===== src/logic/hmrf_pkg.sv =====
// Constants shared by the soft reset and interrupt flag logic
//
// Functional notes
// - Remote abort cleared before next monitor byte
// - Valid C/I byte sets change flag, readable
// - Transmit reset level holds transmitter initial
// - Transmit reset clears pool ready, keeps underrun
// - Host pulses transmit reset, awaits pool ready
// - Receive reset level holds receiver initial
// - Receive reset clears end, full, overflow flags
// - After receive reset, wait for flag
// - Per-channel reset initialises monitor and C/I
// - Channel reset clears all six channel flags
// - Writing zero clears flag, one keeps it
// - Underrun aborts, freezes until reset after clear
// - Monitor byte accepted when repeated, then locks
package hmrf_pkg;
    // ***************************************************
    // HDLC status byte layout
    // ***************************************************
    localparam int HS_MSG_END = 7;
    localparam int HS_RX_FULL = 6;
    localparam int HS_RX_OVF = 5;
    localparam int HS_TX_READY = 4;
    localparam int HS_TX_UNDER = 3;
    // ***************************************************
    // Channel status byte layout
    // ***************************************************
    localparam int CS_TX_READY = 0;
    localparam int CS_REM_ABORT = 1;
    localparam int CS_RX_READY = 2;
    localparam int CS_CI_CHANGE = 3;
    localparam int CS_RX_ABORT = 4;
    localparam int CS_MSG_END = 5;
    // ***************************************************
    // Sizes and reset values
    // ***************************************************
    localparam int CI_W = 4;
    localparam int NCHAN = 2;
    localparam logic [6:0] BLOCK_BYTES = 7'h20;
    localparam logic [6:0] FIFO_BYTES = 7'h40;
    localparam logic [7:0] STATUS_RST = 8'h00;
    localparam logic [6:0] COUNT_RST = 7'h00;
    localparam logic [7:0] BYTE_RST = 8'h00;
    localparam logic [CI_W-1:0] CI_RST = 4'h0;
    typedef enum logic [1:0] {
        HMRF_MR_IDLE = 2'b00,
        HMRF_MR_CHECK = 2'b01,
        HMRF_MR_LOCK = 2'b10
    } hmrf_mrx_t;
endpackage


===== src/logic/hmrf_mci_chan.sv =====
// One monitor and command/indicate channel with its flags
`timescale 1ns/1ps
module hmrf_mci_chan (
    input wire logic mclk_i,
    input wire logic rstn_i,
    input wire logic chan_reset_i,
    input wire logic stat_wr_i,
    input wire logic [7:0] stat_wdata_i,
    input wire logic mon_tx_wr_i,
    input wire logic [7:0] mon_tx_wdata_i,
    input wire logic mon_rx_rd_i,
    input wire logic mon_tx_taken_i,
    input wire logic remote_abort_i,
    input wire logic mon_frame_i,
    input wire logic [7:0] mon_byte_i,
    input wire logic mon_eom_i,
    input wire logic ci_valid_i,
    input wire logic [hmrf_pkg::CI_W-1:0] ci_byte_i,
    output logic [7:0] status_o,
    output logic [7:0] monitor_rx_reg_o,
    output logic [7:0] monitor_tx_reg_o,
    output logic mon_tx_valid_o,
    output logic [hmrf_pkg::CI_W-1:0] ci_receive_reg_o
);
    logic [7:0] stat_r, stat_nxt, set_v, clr_v;
    logic [7:0] mrx_r, mrx_nxt, last_r, last_nxt, mtx_r, mtx_nxt;
    logic pend_r, pend_nxt;
    logic owe_r, owe_nxt;
    logic [hmrf_pkg::CI_W-1:0] cir_r, cir_nxt;
    hmrf_pkg::hmrf_mrx_t st_r, st_nxt;

    // ***************************************************
    // Next state
    // ***************************************************
    always_comb begin
        set_v = hmrf_pkg::STATUS_RST;
        clr_v = stat_wr_i ? ~stat_wdata_i : hmrf_pkg::STATUS_RST;
        st_nxt = st_r;
        mrx_nxt = mrx_r;
        last_nxt = last_r;
        mtx_nxt = mtx_r;
        pend_nxt = pend_r;
        owe_nxt = owe_r;
        cir_nxt = cir_r;
        // Transmit side: a write is lost while remote abort stands
        if (mon_tx_wr_i && !stat_r[hmrf_pkg::CS_REM_ABORT]) begin
            mtx_nxt = mon_tx_wdata_i;
            pend_nxt = 1'b1;
        end else if (mon_tx_taken_i && pend_r) begin
            pend_nxt = 1'b0;
            set_v[hmrf_pkg::CS_TX_READY] = 1'b1;
        end
        if (remote_abort_i) begin
            pend_nxt = 1'b0;
            set_v[hmrf_pkg::CS_REM_ABORT] = 1'b1;
        end
        // Receive side: a byte must repeat in the next frame
        if (mon_rx_rd_i) begin
            owe_nxt = 1'b0;
        end
        case (st_r)
            hmrf_pkg::HMRF_MR_IDLE: begin
                if (mon_eom_i) begin
                    set_v[hmrf_pkg::CS_MSG_END] = 1'b1;
                    st_nxt = hmrf_pkg::HMRF_MR_LOCK;
                end else if (mon_frame_i) begin
                    last_nxt = mon_byte_i;
                    st_nxt = hmrf_pkg::HMRF_MR_CHECK;
                end
            end
            hmrf_pkg::HMRF_MR_CHECK: begin
                if (mon_eom_i) begin
                    set_v[hmrf_pkg::CS_MSG_END] = 1'b1;
                    st_nxt = hmrf_pkg::HMRF_MR_LOCK;
                end else if (mon_frame_i && mon_byte_i == last_r) begin
                    mrx_nxt = mon_byte_i;
                    set_v[hmrf_pkg::CS_RX_READY] = 1'b1;
                    owe_nxt = 1'b1;
                    st_nxt = hmrf_pkg::HMRF_MR_LOCK;
                end else if (mon_frame_i) begin
                    set_v[hmrf_pkg::CS_RX_ABORT] = 1'b1;
                    st_nxt = hmrf_pkg::HMRF_MR_LOCK;
                end
            end
            hmrf_pkg::HMRF_MR_LOCK: begin
                // Clearing ready alone does not free it; a read must come
                if ((mon_rx_rd_i || !owe_r)
                    && !stat_r[hmrf_pkg::CS_RX_ABORT]
                    && !stat_r[hmrf_pkg::CS_MSG_END]) begin
                    st_nxt = hmrf_pkg::HMRF_MR_IDLE;
                end
            end
            default: st_nxt = hmrf_pkg::HMRF_MR_IDLE;
        endcase
        if (ci_valid_i) begin
            cir_nxt = ci_byte_i;
            set_v[hmrf_pkg::CS_CI_CHANGE] = 1'b1;
        end
        stat_nxt = set_v | (stat_r & ~clr_v);
        if (chan_reset_i) begin
            stat_nxt = hmrf_pkg::STATUS_RST;
            st_nxt = hmrf_pkg::HMRF_MR_IDLE;
            owe_nxt = 1'b0;
            pend_nxt = 1'b0;
        end
    end

    // ***************************************************
    // Registers
    // ***************************************************
    always_ff @(posedge mclk_i) begin
        if (!rstn_i) begin
            stat_r <= hmrf_pkg::STATUS_RST;
            st_r <= hmrf_pkg::HMRF_MR_IDLE;
            mrx_r <= hmrf_pkg::BYTE_RST;
            last_r <= hmrf_pkg::BYTE_RST;
            mtx_r <= hmrf_pkg::BYTE_RST;
            pend_r <= 1'b0;
            owe_r <= 1'b0;
            cir_r <= hmrf_pkg::CI_RST;
        end else begin
            stat_r <= stat_nxt;
            st_r <= st_nxt;
            mrx_r <= mrx_nxt;
            last_r <= last_nxt;
            mtx_r <= mtx_nxt;
            pend_r <= pend_nxt;
            owe_r <= owe_nxt;
            cir_r <= cir_nxt;
        end
    end

    assign status_o = stat_r;
    assign monitor_rx_reg_o = mrx_r;
    assign monitor_tx_reg_o = mtx_r;
    assign mon_tx_valid_o = pend_r;
    assign ci_receive_reg_o = cir_r;
endmodule // hmrf_mci_chan


===== src/logic/hmrf_top.sv =====
// Soft reset commands and interrupt flags of the HDLC and M/CI paths
`timescale 1ns/1ps
module hmrf_top (
    input wire logic mclk_i,
    input wire logic rstn_i,
    input wire logic tx_reset_cmd_i,
    input wire logic rx_reset_cmd_i,
    input wire logic [1:0] monitor_ci_reset_cmd_i,
    input wire logic hdlc_stat_wr_i,
    input wire logic [7:0] hdlc_stat_wdata_i,
    input wire logic tx_fifo_wr_i,
    input wire logic tx_line_req_i,
    input wire logic tx_line_end_i,
    input wire logic rx_line_flag_i,
    input wire logic rx_line_byte_i,
    input wire logic rx_line_end_i,
    input wire logic rx_fifo_rd_i,
    input wire logic [1:0] chan_stat_wr_i,
    input wire logic [15:0] chan_stat_wdata_i,
    input wire logic [1:0] mon_tx_wr_i,
    input wire logic [15:0] mon_tx_wdata_i,
    input wire logic [1:0] mon_rx_rd_i,
    input wire logic [1:0] mon_tx_taken_i,
    input wire logic [1:0] remote_abort_i,
    input wire logic [1:0] mon_frame_i,
    input wire logic [15:0] mon_byte_i,
    input wire logic [1:0] mon_eom_i,
    input wire logic [1:0] ci_valid_i,
    input wire logic [7:0] ci_byte_i,
    output logic [7:0] hdlc_irq_status_reg_o,
    output logic tx_byte_valid_o,
    output logic tx_abort_o,
    output logic tx_frozen_o,
    output logic rx_hunt_o,
    output logic [6:0] rx_fifo_count_o,
    output logic [15:0] irq_status_reg_o,
    output logic [15:0] monitor_rx_reg_o,
    output logic [15:0] monitor_tx_reg_o,
    output logic [1:0] mon_tx_valid_o,
    output logic [7:0] ci_receive_reg_o
);
    logic [7:0] hst_r;
    logic [7:0] hst_nxt;
    logic [7:0] hset;
    logic [7:0] hclr;
    logic [6:0] txc_r;
    logic [6:0] txc_nxt;
    logic [6:0] rxc_r;
    logic [6:0] rxc_nxt;
    logic [6:0] rblk_r;
    logic [6:0] rblk_nxt;
    logic txf_r;
    logic txf_nxt;
    logic txfrm_r;
    logic txfrm_nxt;
    logic avail_r;
    logic avail_nxt;
    logic abort_r;
    logic abort_nxt;
    logic hunt_r;
    logic hunt_nxt;
    logic tbv_r;
    logic tbv_nxt;
    logic tx_take;
    logic tx_put;
    logic rx_put;
    logic rx_get;

    // ***************************************************
    // Transmit path and HDLC status flags
    // ***************************************************
    always_comb begin
        hset = hmrf_pkg::STATUS_RST;
        hclr = hdlc_stat_wr_i ? ~hdlc_stat_wdata_i
                              : hmrf_pkg::STATUS_RST;
        txf_nxt = txf_r;
        txfrm_nxt = txfrm_r;
        abort_nxt = 1'b0;
        tbv_nxt = 1'b0;
        tx_put = tx_fifo_wr_i && !txf_r && !tx_reset_cmd_i
                 && txc_r != hmrf_pkg::FIFO_BYTES;
        tx_take = tx_line_req_i && !txf_r && !tx_reset_cmd_i
                  && txc_r != hmrf_pkg::COUNT_RST;
        txc_nxt = txc_r + 7'(tx_put) - 7'(tx_take);
        if (tx_take) begin
            txfrm_nxt = 1'b1;
            tbv_nxt = 1'b1;
        end
        if (tx_line_end_i) begin
            txfrm_nxt = 1'b0;
        end
        // Running dry inside a frame aborts it and freezes
        if (tx_line_req_i && txfrm_r && !txf_r && !tx_reset_cmd_i
            && txc_r == hmrf_pkg::COUNT_RST) begin
            hset[hmrf_pkg::HS_TX_UNDER] = 1'b1;
            abort_nxt = 1'b1;
            txf_nxt = 1'b1;
            txfrm_nxt = 1'b0;
        end
        // Pool ready rises when a whole block becomes free
        avail_nxt = !txf_r && !tx_reset_cmd_i
                    && txc_r <= hmrf_pkg::FIFO_BYTES - hmrf_pkg::BLOCK_BYTES;
        if (avail_nxt && !avail_r) begin
            hset[hmrf_pkg::HS_TX_READY] = 1'b1;
        end
        if (tx_reset_cmd_i) begin
            txc_nxt = hmrf_pkg::COUNT_RST;
            txfrm_nxt = 1'b0;
            tbv_nxt = 1'b0;
            hset[hmrf_pkg::HS_TX_READY] = 1'b0;
            hclr[hmrf_pkg::HS_TX_READY] = 1'b1;
            // Leaves the freeze only once underrun was cleared
            if (!hst_r[hmrf_pkg::HS_TX_UNDER]) begin
                txf_nxt = 1'b0;
            end
        end
        // *************************************************
        // Receive path
        // *************************************************
        hunt_nxt = hunt_r;
        rx_put = rx_line_byte_i && !hunt_r && !rx_reset_cmd_i;
        rx_get = rx_fifo_rd_i && !rx_reset_cmd_i
                 && rxc_r != hmrf_pkg::COUNT_RST;
        rblk_nxt = rblk_r;
        // A full pool drops the byte unless a read makes room
        if (rx_put && rxc_r == hmrf_pkg::FIFO_BYTES && !rx_get) begin
            hset[hmrf_pkg::HS_RX_OVF] = 1'b1;
            rx_put = 1'b0;
        end
        rxc_nxt = rxc_r + 7'(rx_put) - 7'(rx_get);
        if (rx_put) begin
            rblk_nxt = rblk_r + 7'h01;
            if (rblk_r + 7'h01 == hmrf_pkg::BLOCK_BYTES) begin
                hset[hmrf_pkg::HS_RX_FULL] = 1'b1;
                rblk_nxt = hmrf_pkg::COUNT_RST;
            end
        end
        if (rx_line_end_i && !hunt_r && !rx_reset_cmd_i) begin
            hset[hmrf_pkg::HS_MSG_END] = 1'b1;
            rblk_nxt = hmrf_pkg::COUNT_RST;
        end
        // The rest of a frame cut by reset is skipped
        if (rx_line_flag_i && !rx_reset_cmd_i) begin
            hunt_nxt = 1'b0;
        end
        if (rx_reset_cmd_i) begin
            hunt_nxt = 1'b1;
            rxc_nxt = hmrf_pkg::COUNT_RST;
            rblk_nxt = hmrf_pkg::COUNT_RST;
            hset[hmrf_pkg::HS_MSG_END] = 1'b0;
            hset[hmrf_pkg::HS_RX_FULL] = 1'b0;
            hset[hmrf_pkg::HS_RX_OVF] = 1'b0;
            hclr[hmrf_pkg::HS_MSG_END] = 1'b1;
            hclr[hmrf_pkg::HS_RX_FULL] = 1'b1;
            hclr[hmrf_pkg::HS_RX_OVF] = 1'b1;
        end
        hst_nxt = hset | (hst_r & ~hclr);
    end

    // ***************************************************
    // HDLC state registers
    // ***************************************************
    always_ff @(posedge mclk_i) begin
        if (!rstn_i) begin
            hst_r <= hmrf_pkg::STATUS_RST;
            txc_r <= hmrf_pkg::COUNT_RST;
            rxc_r <= hmrf_pkg::COUNT_RST;
            rblk_r <= hmrf_pkg::COUNT_RST;
            txf_r <= 1'b0;
            txfrm_r <= 1'b0;
            avail_r <= 1'b0;
            abort_r <= 1'b0;
            hunt_r <= 1'b1;
            tbv_r <= 1'b0;
        end else begin
            hst_r <= hst_nxt;
            txc_r <= txc_nxt;
            rxc_r <= rxc_nxt;
            rblk_r <= rblk_nxt;
            txf_r <= txf_nxt;
            txfrm_r <= txfrm_nxt;
            avail_r <= avail_nxt;
            abort_r <= abort_nxt;
            hunt_r <= hunt_nxt;
            tbv_r <= tbv_nxt;
        end
    end

    // ***************************************************
    // HDLC outputs
    // ***************************************************
    assign hdlc_irq_status_reg_o = hst_r;
    assign tx_byte_valid_o = tbv_r;
    assign tx_abort_o = abort_r;
    assign tx_frozen_o = txf_r;
    assign rx_hunt_o = hunt_r;
    assign rx_fifo_count_o = rxc_r;

    // ***************************************************
    // Monitor and C/I channels
    // ***************************************************
    // Each channel owns its flags and its reset input
    for (genvar c = 0; c < hmrf_pkg::NCHAN; c++) begin : g_chan
        hmrf_mci_chan u_chan (
            .mclk_i(mclk_i),
            .rstn_i(rstn_i),
            .chan_reset_i(monitor_ci_reset_cmd_i[c]),
            .stat_wr_i(chan_stat_wr_i[c]),
            .stat_wdata_i(chan_stat_wdata_i[c*8 +: 8]),
            .mon_tx_wr_i(mon_tx_wr_i[c]),
            .mon_tx_wdata_i(mon_tx_wdata_i[c*8 +: 8]),
            .mon_rx_rd_i(mon_rx_rd_i[c]),
            .mon_tx_taken_i(mon_tx_taken_i[c]),
            .remote_abort_i(remote_abort_i[c]),
            .mon_frame_i(mon_frame_i[c]),
            .mon_byte_i(mon_byte_i[c*8 +: 8]),
            .mon_eom_i(mon_eom_i[c]),
            .ci_valid_i(ci_valid_i[c]),
            .ci_byte_i(ci_byte_i[c*4 +: 4]),
            .status_o(irq_status_reg_o[c*8 +: 8]),
            .monitor_rx_reg_o(monitor_rx_reg_o[c*8 +: 8]),
            .monitor_tx_reg_o(monitor_tx_reg_o[c*8 +: 8]),
            .mon_tx_valid_o(mon_tx_valid_o[c]),
            .ci_receive_reg_o(ci_receive_reg_o[c*4 +: 4])
        );
    end
endmodule // hmrf_top


===== config.mk =====
export PLATFORM = sky130hd
export DESIGN_NAME = hmrf_top
export DESIGN_NICKNAME = d
export VERILOG_FILES = /design/src/logic/hmrf_pkg.sv /design/src/logic/hmrf_mci_chan.sv /design/src/logic/hmrf_top.sv
export SDC_FILE = /design/constraint.sdc
export NUM_CORES = 1
export LEC_CHECK = 0
export BUFFER_PORTS_ARGS = -buffer_cell sky130_fd_sc_hd__buf_2
export CORE_MARGIN = 2
export CORE_UTILIZATION = 40
export DETAILED_ROUTE_END_ITERATION = 7
export PLACE_DENSITY = 0.66
export SETUP_SLACK_MARGIN = 0.3
export SYNTH_ARGS = -nofsm -noshare
export SYNTH_HDL_FRONTEND = slang
export SYNTH_SLANG_ARGS = --single-unit
export TNS_END_PERCENT = 1

===== constraint.sdc =====
create_clock -name mclk_i -period 3.2 [get_ports mclk_i]
set_input_delay 0.64 -clock mclk_i [delete_from_list [all_inputs] [get_ports mclk_i]]
set_output_delay 0.64 -clock mclk_i [all_outputs]
set_load 0.03 [all_outputs]

==> results by group, run 1 <==
Yosys
  • Synthesized net count: 705
  • Distinct cells, synth: 55
  • Average instance area after synthesis: 8.88 um2
  • Cell area after technology mapping: 5230 um2
  • Number of enable-type register cells in the synthesized netlist: 0
  • Proportion of synthesized flip-flops having asynchronous set or reset: 0
  • Dominant synthesized flop cell: sky130_fd_sc_hd__dfxtp_1
  • Mapped Cells: 589
  • Count of yosys warnings during synthesis: 0
  • Share of synthesized area occupied by flip-flops and latches: 0.440
  • Post-synthesis register bit count: 115

Pwr
  • Worst-case vdd ir drop: 0.000313 V
  • Pwr dens: 642 nW/um2
  • Leak pwr: 3.09 nW

Die
  • Die outline height: 118 um
  • Placement Rows: 41
  • Area enclosed by the die boundary: 14000 um2
  • Horizontal die dimension: 118 um
  • Floorplan Core Area: 12700 um2
  • Initial core utilization: 0.413
  • I/O pin total: 171

Clock network
  • # H-tree levels: 4
  • Hold_buf cts: 0
  • Clock sinks: 115
  • Number of buffers between clock root and the deepest sink: 2
  • Reg clk slew, reported paths: 50 ps
  • Clock latency of the later-clocked register in the worst-skew pair: 410 ps
  • Root Buffer Master: sky130_fd_sc_hd__clkbuf_16
  • CTS Buf Count: 17
  • TritonCTS clock tree: yes

Detailed routing
  • Detail-routed via count per cell: 4.94
  • Number of iterations in the first detailed-routing pass: 4
  • Routed WL per cell: 13.1 um
  • Residual antenna-violating net count after detailed routing: 0
  • DRC violations left: 0
  • Initial DRC count: 200
  • Final routed wirelength across all metal layers: 12500 um
  • Number of vias in the routed layout: 4697

STA
  • Sum of negative setup slack: 0 ps
  • Max-slew violations: 0
  • Number of hold violations in the final report: 0
  • Final clock period utilization by the worst path: 0.870
  • Final count of negative-setup-slack endpoints: 0
  • RSZ-0062 raised after global routing: true
  • Slew of the pin with the lowest slew margin: 853 ps
  • Worst slew margin: 0.428
  • FMAX: 359 MHz
  • Minimum clock period: 2780 ps
  • Worst setup skew after layout: 6.57 ps

Placement
  • Weighted congestion at the end of routability-driven global placement: 0.793
  • Placed Instances: 914
  • Count of input and output buffers: 170
  • Sum of net half-perimeters after detailed placement: 9270 um

Global routing
  • Maximum number of pins on one net before global-route repair: 74
  • Via count of the first global-routing pass: 4408
  • Global-route wire length before repair: 20500 um
  • Remaining global-route overflow: 0
  • Antenna violations before repair: 0
  • Global-route usage over all layers: 0.178

Layout
  • Area overhead of the layout relative to synthesis: 32.6%
  • Most common cell after layout, fill and taps aside: sky130_fd_sc_hd__buf_2
  • Leading cell types in the layout, fill and taps excluded: sky130_fd_sc_hd__buf_2 (170), sky130_fd_sc_hd__nand2_1 (110), sky130_fd_sc_hd__dfxtp_1 (108)
  • Fin nets: 882
  • Post-layout utilization of the core: 0.547
  • Non-filler instance count after layout: 951
  • Fraction of layout cells with a size suffix above 1: 0.304
  • Antenna diodes: 0
  • Number of filler cells placed in the layout: 1148

Worst setup path
  • Critical path startpoint category: register
  • Required time worst endpoint: 3480 ps
  • Largest fanout of any net on the critical path: 3
  • Type of the worst setup path: register to register
  • Arrival time worst endpoint: 3060 ps
  • Kind of capture point of the worst setup path: register

Status
  • Outcome: completed

Hold path
  • Class of the most critical hold timing path: primary input to register

Job
  • Maximum capacitance violations: 0
-- flip-flops by register name, summed over array words and instances, names as in the netlist, 4 cells and up --
register	cells
g_chan.u_chan.ci_receive_reg_o	8
g_chan.u_chan.last_r	16
g_chan.u_chan.monitor_rx_reg_o	16
g_chan.u_chan.monitor_tx_reg_o	16
g_chan.u_chan.st_r	4
g_chan.u_chan.status_o	16
hdlc_irq_status_reg_o	8
rblk_r	7
rx_fifo_count_o	7
txc_r	7
-- worst max-delay path: stages, from the launching register on --
cell                       delay, ps
sky130_fd_sc_hd__dfxtp_2         320
sky130_fd_sc_hd__inv_2            80
sky130_fd_sc_hd__ha_4            140
sky130_fd_sc_hd__nor4bb_4        290
sky130_fd_sc_hd__and2_4          180
sky130_fd_sc_hd__or2_4           110
sky130_fd_sc_hd__inv_1            40
sky130_fd_sc_hd__ha_1            280
sky130_fd_sc_hd__inv_1            60
sky130_fd_sc_hd__ha_2            170
sky130_fd_sc_hd__inv_1            60
sky130_fd_sc_hd__fa_2            360
sky130_fd_sc_hd__nand2b_4        170
sky130_fd_sc_hd__a21oi_4         140
sky130_fd_sc_hd__o21a_1          160
sky130_fd_sc_hd__o211ai_1         90
-- cells in the mapped netlist, types with 5 or more instances --
cell type / instances / share of area
sky130_fd_sc_hd__a21boi_0: 33 / 0.047
sky130_fd_sc_hd__nor2_1: 21 / 0.015
sky130_fd_sc_hd__or3_1: 6 / 0.0072
sky130_fd_sc_hd__o21ai_0: 23 / 0.022
sky130_fd_sc_hd__a21oi_1: 27 / 0.026
sky130_fd_sc_hd__nor4_1: 5 / 0.0060
sky130_fd_sc_hd__clkbuf_1: 16 / 0.011
sky130_fd_sc_hd__nand2_1: 110 / 0.079
sky130_fd_sc_hd__nor3_1: 7 / 0.0067
sky130_fd_sc_hd__inv_1: 36 / 0.026
sky130_fd_sc_hd__a311oi_1: 5 / 0.0084
sky130_fd_sc_hd__nor2b_1: 15 / 0.018
sky130_fd_sc_hd__nand2b_1: 15 / 0.018
sky130_fd_sc_hd__mux2i_1: 27 / 0.052
sky130_fd_sc_hd__ha_1: 20 / 0.048
sky130_fd_sc_hd__o21a_1: 5 / 0.0072
sky130_fd_sc_hd__xnor2_1: 19 / 0.032
sky130_fd_sc_hd__dfxtp_1: 115 / 0.44
sky130_fd_sc_hd__nand4_1: 7 / 0.0084
sky130_fd_sc_hd__nand3_1: 9 / 0.0086
-- final cells by class --
class	count	area, um2	share of cell area
clock inverters	10	109	0.0157
repair buffers	179	918	0.133
inverters	36	135	0.0195
flip-flops and latches	115	2310	0.334
clock buffers	22	454	0.0655
well taps	172	215	0.0311
multi-input cells	417	2790	0.402
-- through the flow --
step                power [mW]  hold WS [ps]  worst slack, ps  instance area (um2)
finish                    4.45           406              417                 6930
global route              4.68           399              268                 6930
CTS                       4.33           384              232                 6820
detailed placement        2.49           439              129                 6240
global placement          2.47           422              233                 6240
floorplan                 2.24           411              360                 5230
-- report_power, final --
group / switching, mW / internal [mW]
Combinational: 0.579 / 0.489
Sequential: 0.0666 / 1.52
Clock: 0.632 / 1.16
-- what timing repair did --
action | 4_1_cts | 5_1_grt
resized for setup | 3 | 19
cloned | 0 | 0
pin swaps | 0 | 9
endpoints found under the setup margin | 4 | 4
buffers inserted | 0 | 5
-- cell families (layout without fill, tap and decap cells) --
group / Yosys count / count (layout) / share of synthesized area
adders and majority gates: 22 / 22 / 0.0555
AOI/OAI and AO/OA: 119 / 119 / 0.154
xor gates and xnor gates: 22 / 22 / 0.0369
and+or+nand+nor: 227 / 227 / 0.219
muxes: 27 / 27 / 0.0517
DFF: 115 / 115 / 0.440
buffers and inverters: 57 / 247 / 0.0424
-- layer usage --
layer	vias up	wire length [um]	GRT usage
met3	16	971	0.0608
met2	164	5840	0.290
met1	2141	5540	0.217
met5	-	0	0
li1	2376	-	-
met4	0	151	0.0670
-- worst paths after layout --
kind                                                endpoint                          from  slack [ps]  depth (start not counted)
worst max-delay path                                txc_r[6]                      txc_r[3]         420                         15
worst min-delay path                               rx_hunt_o                rx_line_flag_i         410                          2
worst max register to register                      txc_r[6]                      txc_r[3]         420                         15
worst min register to register  g_chan[0].u_chan.status_o[6]  g_chan[0].u_chan.status_o[6]         450                          2
Note: power is estimated with default switching activity, not from simulation.
==> run 2: changes to the inputs <==
--- a/config.mk
+++ b/config.mk
@@ -6,11 +6,10 @@
 export NUM_CORES = 1
 export LEC_CHECK = 0
 export BUFFER_PORTS_ARGS = -buffer_cell sky130_fd_sc_hd__buf_2
-export CORE_MARGIN = 2
 export CORE_UTILIZATION = 40
 export DETAILED_ROUTE_END_ITERATION = 7
 export PLACE_DENSITY = 0.66
-export SETUP_SLACK_MARGIN = 0.3
+export RECOVER_POWER = 25
 export SYNTH_ARGS = -nofsm -noshare
 export SYNTH_HDL_FRONTEND = slang
 export SYNTH_SLANG_ARGS = --single-unit
==> results by group, run 2 (same netlist as run 1, synthesis figures left out) <==
Status
  • Outcome: completed

Clock network
  • Setup Buffers After CTS: 0
  • Hold_buf cts: 0
  • CTS resizes: 0
  • Clock sinks: 115
  • Clock latency of the later-clocked register in the worst-skew pair: 400 ps
  • Reg clk slew, reported paths: 50 ps
  • # H-tree levels: 4
  • CTS Buf Count: 17
  • TritonCTS clock tree: yes
  • Root Buffer Master: sky130_fd_sc_hd__clkbuf_16
  • Number of buffers between clock root and the deepest sink: 2

Worst setup path
  • FF-to-FF Start: txc_r[4]
  • Worst setup slack for register-to-register paths: 260 ps
  • Kind of capture point of the worst setup path: register
  • Arrival time worst endpoint: 3220 ps
  • Critical path startpoint category: register
  • Required time worst endpoint: 3470 ps
  • Largest fanout of any net on the critical path: 3
  • Crit Reg-Reg Endpoint: txc_r[6]
  • Worst Setup SP: txc_r[4]
  • Depth of the worst register-to-register path: 15
  • Type of the worst setup path: register to register

STA
  • Final clock period utilization by the worst path: 0.920
  • Number of hold violations in the final report: 0
  • Sum of negative setup slack: 0 ps
  • Worst slew margin: 0.172
  • Final count of negative-setup-slack endpoints: 0
  • Max-slew violations: 0
  • FMAX: 340 MHz
  • Minimum clock period: 2940 ps
  • Slew of the pin with the lowest slew margin: 1240 ps
  • Worst setup skew after layout: 7.07 ps
  • RSZ-0062 raised after global routing: false

Layout
  • Number of filler cells placed in the layout: 1202
  • Area overhead of the layout relative to synthesis: 29.5%
  • Antenna diodes: 0
  • Leading cell types in the layout, fill and taps excluded: sky130_fd_sc_hd__buf_2 (168), sky130_fd_sc_hd__dfxtp_1 (115), sky130_fd_sc_hd__nand2_1 (110)
  • Most common cell after layout, fill and taps aside: sky130_fd_sc_hd__buf_2
  • Fin nets: 876
  • Fraction of layout cells with a size suffix above 1: 0.263

Pwr
  • Pwr dens: 622 nW/um2
  • Leak pwr: 3.03 nW
  • Post-layout total power: 4.21 mW
  • Worst-case vdd ir drop: 0.000489 V

Job
  • Maximum capacitance violations: 0

Hold path
  • Source of the worst hold timing path: tx_line_end_i
  • Endpoint of the worst hold path: txfrm_r
  • Class of the most critical hold timing path: primary input to register
  • Worst hold path cell count: 2

Placement
  • Weighted congestion at the end of routability-driven global placement: 0.832
  • Count of input and output buffers: 170
  • Sum of net half-perimeters after detailed placement: 9120 um

Detailed routing
  • Initial DRC count: 156
  • Number of iterations in the first detailed-routing pass: 4
  • Detail-routed via count per cell: 4.88
  • Residual antenna-violating net count after detailed routing: 0
  • Final routed wirelength across all metal layers: 12000 um
  • Number of vias in the routed layout: 4604
  • Routed WL per cell: 12.7 um
  • DRC violations left: 0

Global routing
  • Global-route wire length before repair: 18900 um
  • Global-route usage over all layers: 0.180
  • Maximum number of pins on one net before global-route repair: 74
  • Via count of the first global-routing pass: 4248
  • Antenna violations before repair: 0
  • Remaining global-route overflow: 0

Die
  • Floorplan Core Area: 12700 um2
  • I/O pin total: 171
  • Initial core utilization: 0.413
  • Horizontal die dimension: 116 um
  • Area enclosed by the die boundary: 13500 um2
  • Die outline height: 116 um
  • Placement Rows: 41
-- run 2: cell count changes in the layout (fill, tap and decap cells not counted), sizes merged --
cell      change
buf           -9
clkbuf        +6
clkinvlp      -2
clkinv        -2
-- run 2: metal layers --
metal | track usage | up-vias | share of wire
met5 | 0 | - | 0
met4 | 0.0692 | 0 | 0.012
met3 | 0.0623 | 13 | 0.068
met2 | 0.297 | 144 | 0.46
met1 | 0.214 | 2081 | 0.46
li1 | - | 2366 | -
-- run 2: how the worst max path moves through the flow --
| stage | depth (start not counted) | to |
|---|---|---|
| final | 15 | txc_r[6] |
| after floorplan | 13 | rx_fifo_count_o[6] |
| after detailed placement | 14 | txc_r[6] |
| after global placement | 14 | txc_r[6] |
| after global routing | 13 | rx_fifo_count_o[6] |
| after CTS | 15 | txc_r[6] |
-- run 2: cell type report --
| type | instances | area (um2) | share of cell area |
|---|---|---|---|
| tap | 172 | 215 | 0.0318 |
| clock buffer | 25 | 465 | 0.0687 |
| inverter | 36 | 135 | 0.0200 |
| timing repair buffer | 173 | 868 | 0.128 |
| multi-input combinational | 417 | 2700 | 0.399 |
| clock inverter | 6 | 80.1 | 0.0118 |
| sequential | 115 | 2300 | 0.340 |
-- run 2: critical path, cell delays in order, from the launching register on --
cell	delay, ps
sky130_fd_sc_hd__dfxtp_1	310
sky130_fd_sc_hd__inv_1	100
sky130_fd_sc_hd__ha_1	140
sky130_fd_sc_hd__nor4bb_1	310
sky130_fd_sc_hd__and2_1	180
sky130_fd_sc_hd__or2_2	120
sky130_fd_sc_hd__inv_1	40
sky130_fd_sc_hd__ha_1	280
sky130_fd_sc_hd__inv_1	60
sky130_fd_sc_hd__ha_1	160
sky130_fd_sc_hd__inv_1	60
sky130_fd_sc_hd__fa_1	380
sky130_fd_sc_hd__nand2b_1	170
sky130_fd_sc_hd__a21oi_1	250
sky130_fd_sc_hd__o21a_1	170
sky130_fd_sc_hd__o211ai_1	100
-- run 2: per-stage QoR --
stage                     hold slack (ps)  cells  utilization  setup slack, ps  area (um2)
after global placement                422    913        0.493              222        6240
after CTS                             394    944        0.536              236        6790
after detailed placement              430    913        0.493              163        6240
after global routing                  386    944        0.534             59.6        6770
final                                 415    944        0.534              255        6770
after floorplan                       411    589            -              237        5230
-- run 2: power breakdown --
group | switching, mW | internal, mW
Combinational | 0.525 | 0.355
Sequential | 0.0592 | 1.52
Clock | 0.601 | 1.15
Total | 1.19 | 3.03
==> run 3: changes to the inputs <==
--- a/config.mk
+++ b/config.mk
@@ -8,7 +8,7 @@
 export BUFFER_PORTS_ARGS = -buffer_cell sky130_fd_sc_hd__buf_2
 export CORE_UTILIZATION = 40
 export DETAILED_ROUTE_END_ITERATION = 7
-export PLACE_DENSITY = 0.66
+export PLACE_DENSITY = 0.68
 export RECOVER_POWER = 25
 export SYNTH_ARGS = -nofsm -noshare
 export SYNTH_HDL_FRONTEND = slang
==> constraint.sdc (replaced) <==
create_clock -name mclk_i -period 2.4 [get_ports mclk_i]
set_input_delay 0.48 -clock mclk_i [delete_from_list [all_inputs] [get_ports mclk_i]]
set_output_delay 0.48 -clock mclk_i [all_outputs]
set_load 0.005 [all_outputs]
==> results by group, run 3 (same netlist as run 1, synthesis figures left out) <==
Status
  • Outcome: finished with violations
  • Failing checks: negative setup slack

Pwr
  • Sequential power share: 0.337
  • Pwr dens: 863 nW/um2
  • Switching share of power: 0.264
  • P_int: 4.58 mW
  • Fraction of power consumed by combinational cells: 0.230
  • Leak pwr: 3.22 nW
  • Worst-case vdd ir drop: 0.000529 V
  • Switching power of the nets: 1.64 mW
  • Clock network power share: 0.433

STA
  • Worst setup slack after layout: -223 ps
  • Number of hold violations in the final report: 0
  • Final count of negative-setup-slack endpoints: 6
  • Worst setup skew after layout: 7.26 ps
  • Slew of the pin with the lowest slew margin: 973 ps
  • FMAX: 381 MHz
  • Worst slew margin: 0.352
  • Sum of negative setup slack: -806 ps
  • Final clock period utilization by the worst path: 1.09
  • Minimum clock period: 2620 ps
  • Max-slew violations: 0
  • RSZ-0062 raised after global routing: true
  • Hold slack: 243 ps

Layout
  • Antenna diodes: 0
  • Fraction of layout cells with a size suffix above 1: 0.335
  • Post-layout utilization of the core: 0.569
  • Fin nets: 905
  • Most common cell after layout, fill and taps aside: sky130_fd_sc_hd__buf_2
  • Leading cell types in the layout, fill and taps excluded: sky130_fd_sc_hd__buf_2 (167), sky130_fd_sc_hd__nand2_1 (110), sky130_fd_sc_hd__dfxtp_1 (107)
  • Area overhead of the layout relative to synthesis: 38.0%
  • Number of filler cells placed in the layout: 1130
  • Fin area: 7210 um2

Hold path
  • Source of the worst hold timing path: tx_line_end_i
  • Class of the most critical hold timing path: primary input to register
  • Endpoint of the worst hold path: txfrm_r
  • Worst hold path cell count: 2

Global routing
  • Global-route wire length before repair: 20800 um
  • Remaining global-route overflow: 0
  • Antenna violations before repair: 1
  • Via count of the first global-routing pass: 4615
  • Maximum number of pins on one net before global-route repair: 58
  • Global-route usage over all layers: 0.197

Detailed routing
  • Routed WL per cell: 13.2 um
  • Detail-routed via count per cell: 4.94
  • Final routed wirelength across all metal layers: 12900 um
  • Number of vias in the routed layout: 4809
  • Residual antenna-violating net count after detailed routing: 0
  • Number of iterations in the first detailed-routing pass: 4
  • DRC violations left: 0
  • Initial DRC count: 122

Die
  • I/O pin total: 171
  • Area enclosed by the die boundary: 13500 um2
  • Floorplan Core Area: 12700 um2
  • Die outline height: 116 um
  • Horizontal die dimension: 116 um
  • Initial core utilization: 0.413
  • Placement Rows: 41

Clock network
  • CTS Buf Count: 17
  • Reg clk slew, reported paths: 50 ps
  • Hold_buf cts: 0
  • Clock latency of the later-clocked register in the worst-skew pair: 420 ps
  • Root Buffer Master: sky130_fd_sc_hd__clkbuf_16
  • TritonCTS clock tree: yes
  • # H-tree levels: 4
  • Number of buffers between clock root and the deepest sink: 2
  • Clock sinks: 115

Worst setup path
  • Arrival time worst endpoint: 2910 ps
  • Kind of capture point of the worst setup path: register
  • Crit Reg-Reg Endpoint: rx_fifo_count_o[6]
  • Worst setup slack for register-to-register paths: -220 ps
  • FF-to-FF Start: rx_fifo_count_o[2]
  • Largest fanout of any net on the critical path: 3
  • Type of the worst setup path: register to register
  • Critical path startpoint category: register
  • Depth of the worst register-to-register path: 13
  • Required time worst endpoint: 2680 ps

Placement
  • Place WS: -372 ps
  • Placed inst area: 6490 um2
  • Count of input and output buffers: 170
  • Sum of net half-perimeters after detailed placement: 9620 um
  • Weighted congestion at the end of routability-driven global placement: 0.818

Job
  • Maximum capacitance violations: 0
[run 3: cell types whose count changed in the layout (fill, tap and decap cells not counted), moves of 3 or more]
cell / change
sky130_fd_sc_hd__buf_4: +28
sky130_fd_sc_hd__dfxtp_1: -8
sky130_fd_sc_hd__dfxtp_2: +8
sky130_fd_sc_hd__inv_1: -8
sky130_fd_sc_hd__ha_1: -7
sky130_fd_sc_hd__inv_2: +7
sky130_fd_sc_hd__ha_4: +4
sky130_fd_sc_hd__a21oi_1: -3
sky130_fd_sc_hd__clkbuf_1: -3
sky130_fd_sc_hd__clkbuf_8: +3
sky130_fd_sc_hd__ha_2: +3
[run 3: layer usage]
layer  track usage  wire, um  vias up
met5             0        13        -
met2         0.341      6100      159
met1         0.221      5520     2192
li1              -         -     2434
met3        0.0628       993       22
met4        0.0880       247        2
[run 3: critical path, cell delays in order (launching register included)]
cell,delay (ps)
sky130_fd_sc_hd__dfxtp_2,330
sky130_fd_sc_hd__inv_2,50
sky130_fd_sc_hd__ha_2,170
sky130_fd_sc_hd__and4bb_2,220
sky130_fd_sc_hd__nor2b_1,130
sky130_fd_sc_hd__or3_1,330
sky130_fd_sc_hd__nand2_1,80
sky130_fd_sc_hd__ha_2,170
sky130_fd_sc_hd__inv_1,50
sky130_fd_sc_hd__fa_2,330
sky130_fd_sc_hd__nand2b_4,160
sky130_fd_sc_hd__a21oi_4,180
sky130_fd_sc_hd__o21a_1,170
sky130_fd_sc_hd__o211ai_1,100
[run 3: cell type report]
class | count | area (um2) | share of cell area
Sequential cell | 115 | 2310 | 0.321
Clock inverter | 9 | 150 | 0.0208
Multi-Input combinational cell | 417 | 2830 | 0.392
Inverter | 36 | 138 | 0.0191
Tap cell | 172 | 215 | 0.0298
Timing Repair Buffer | 202 | 1080 | 0.150
Clock buffer | 23 | 488 | 0.0677
[run 3: per-stage QoR]
stage	instances	total power, mW
after CTS	972	6.24
after global routing	974	6.55
final	974	6.23
after detailed placement	939	3.43
after global placement	939	3.37
after floorplan	589	2.95
[run 3: how the worst max path moves through the flow]
stage | from | end | slack [ps] | depth (start not counted)
floorplan | rx_fifo_count_o[4] | rx_fifo_count_o[6] | -180 | 13
global placement | txc_r[3] | txc_r[6] | -260 | 15
detailed placement | txc_r[3] | txc_r[6] | -370 | 15
CTS | txc_r[5] | txc_r[6] | -310 | 15
global route | txc_r[2] | txc_r[6] | -330 | 15
finish | rx_fifo_count_o[2] | rx_fifo_count_o[6] | -220 | 13
[run 3: what timing repair did]
action | in CTS | in global routing
pin swaps | 14 | 11
gates resized for setup | 12 | 5
buffers inserted | 1 | 2
endpoints found under the setup margin | 10 | 11
[run 3: power groups by stage]
stage,Clock [mW],Sequential (mW),Combinational (mW)
2_1_floorplan,0,2.15,0.804
3_3_place_gp,0,2.13,1.24
3_5_place_dp,0,2.13,1.29
4_1_cts,2.76,2.10,1.39
5_1_grt,2.86,2.11,1.58
6_report,2.70,2.10,1.43
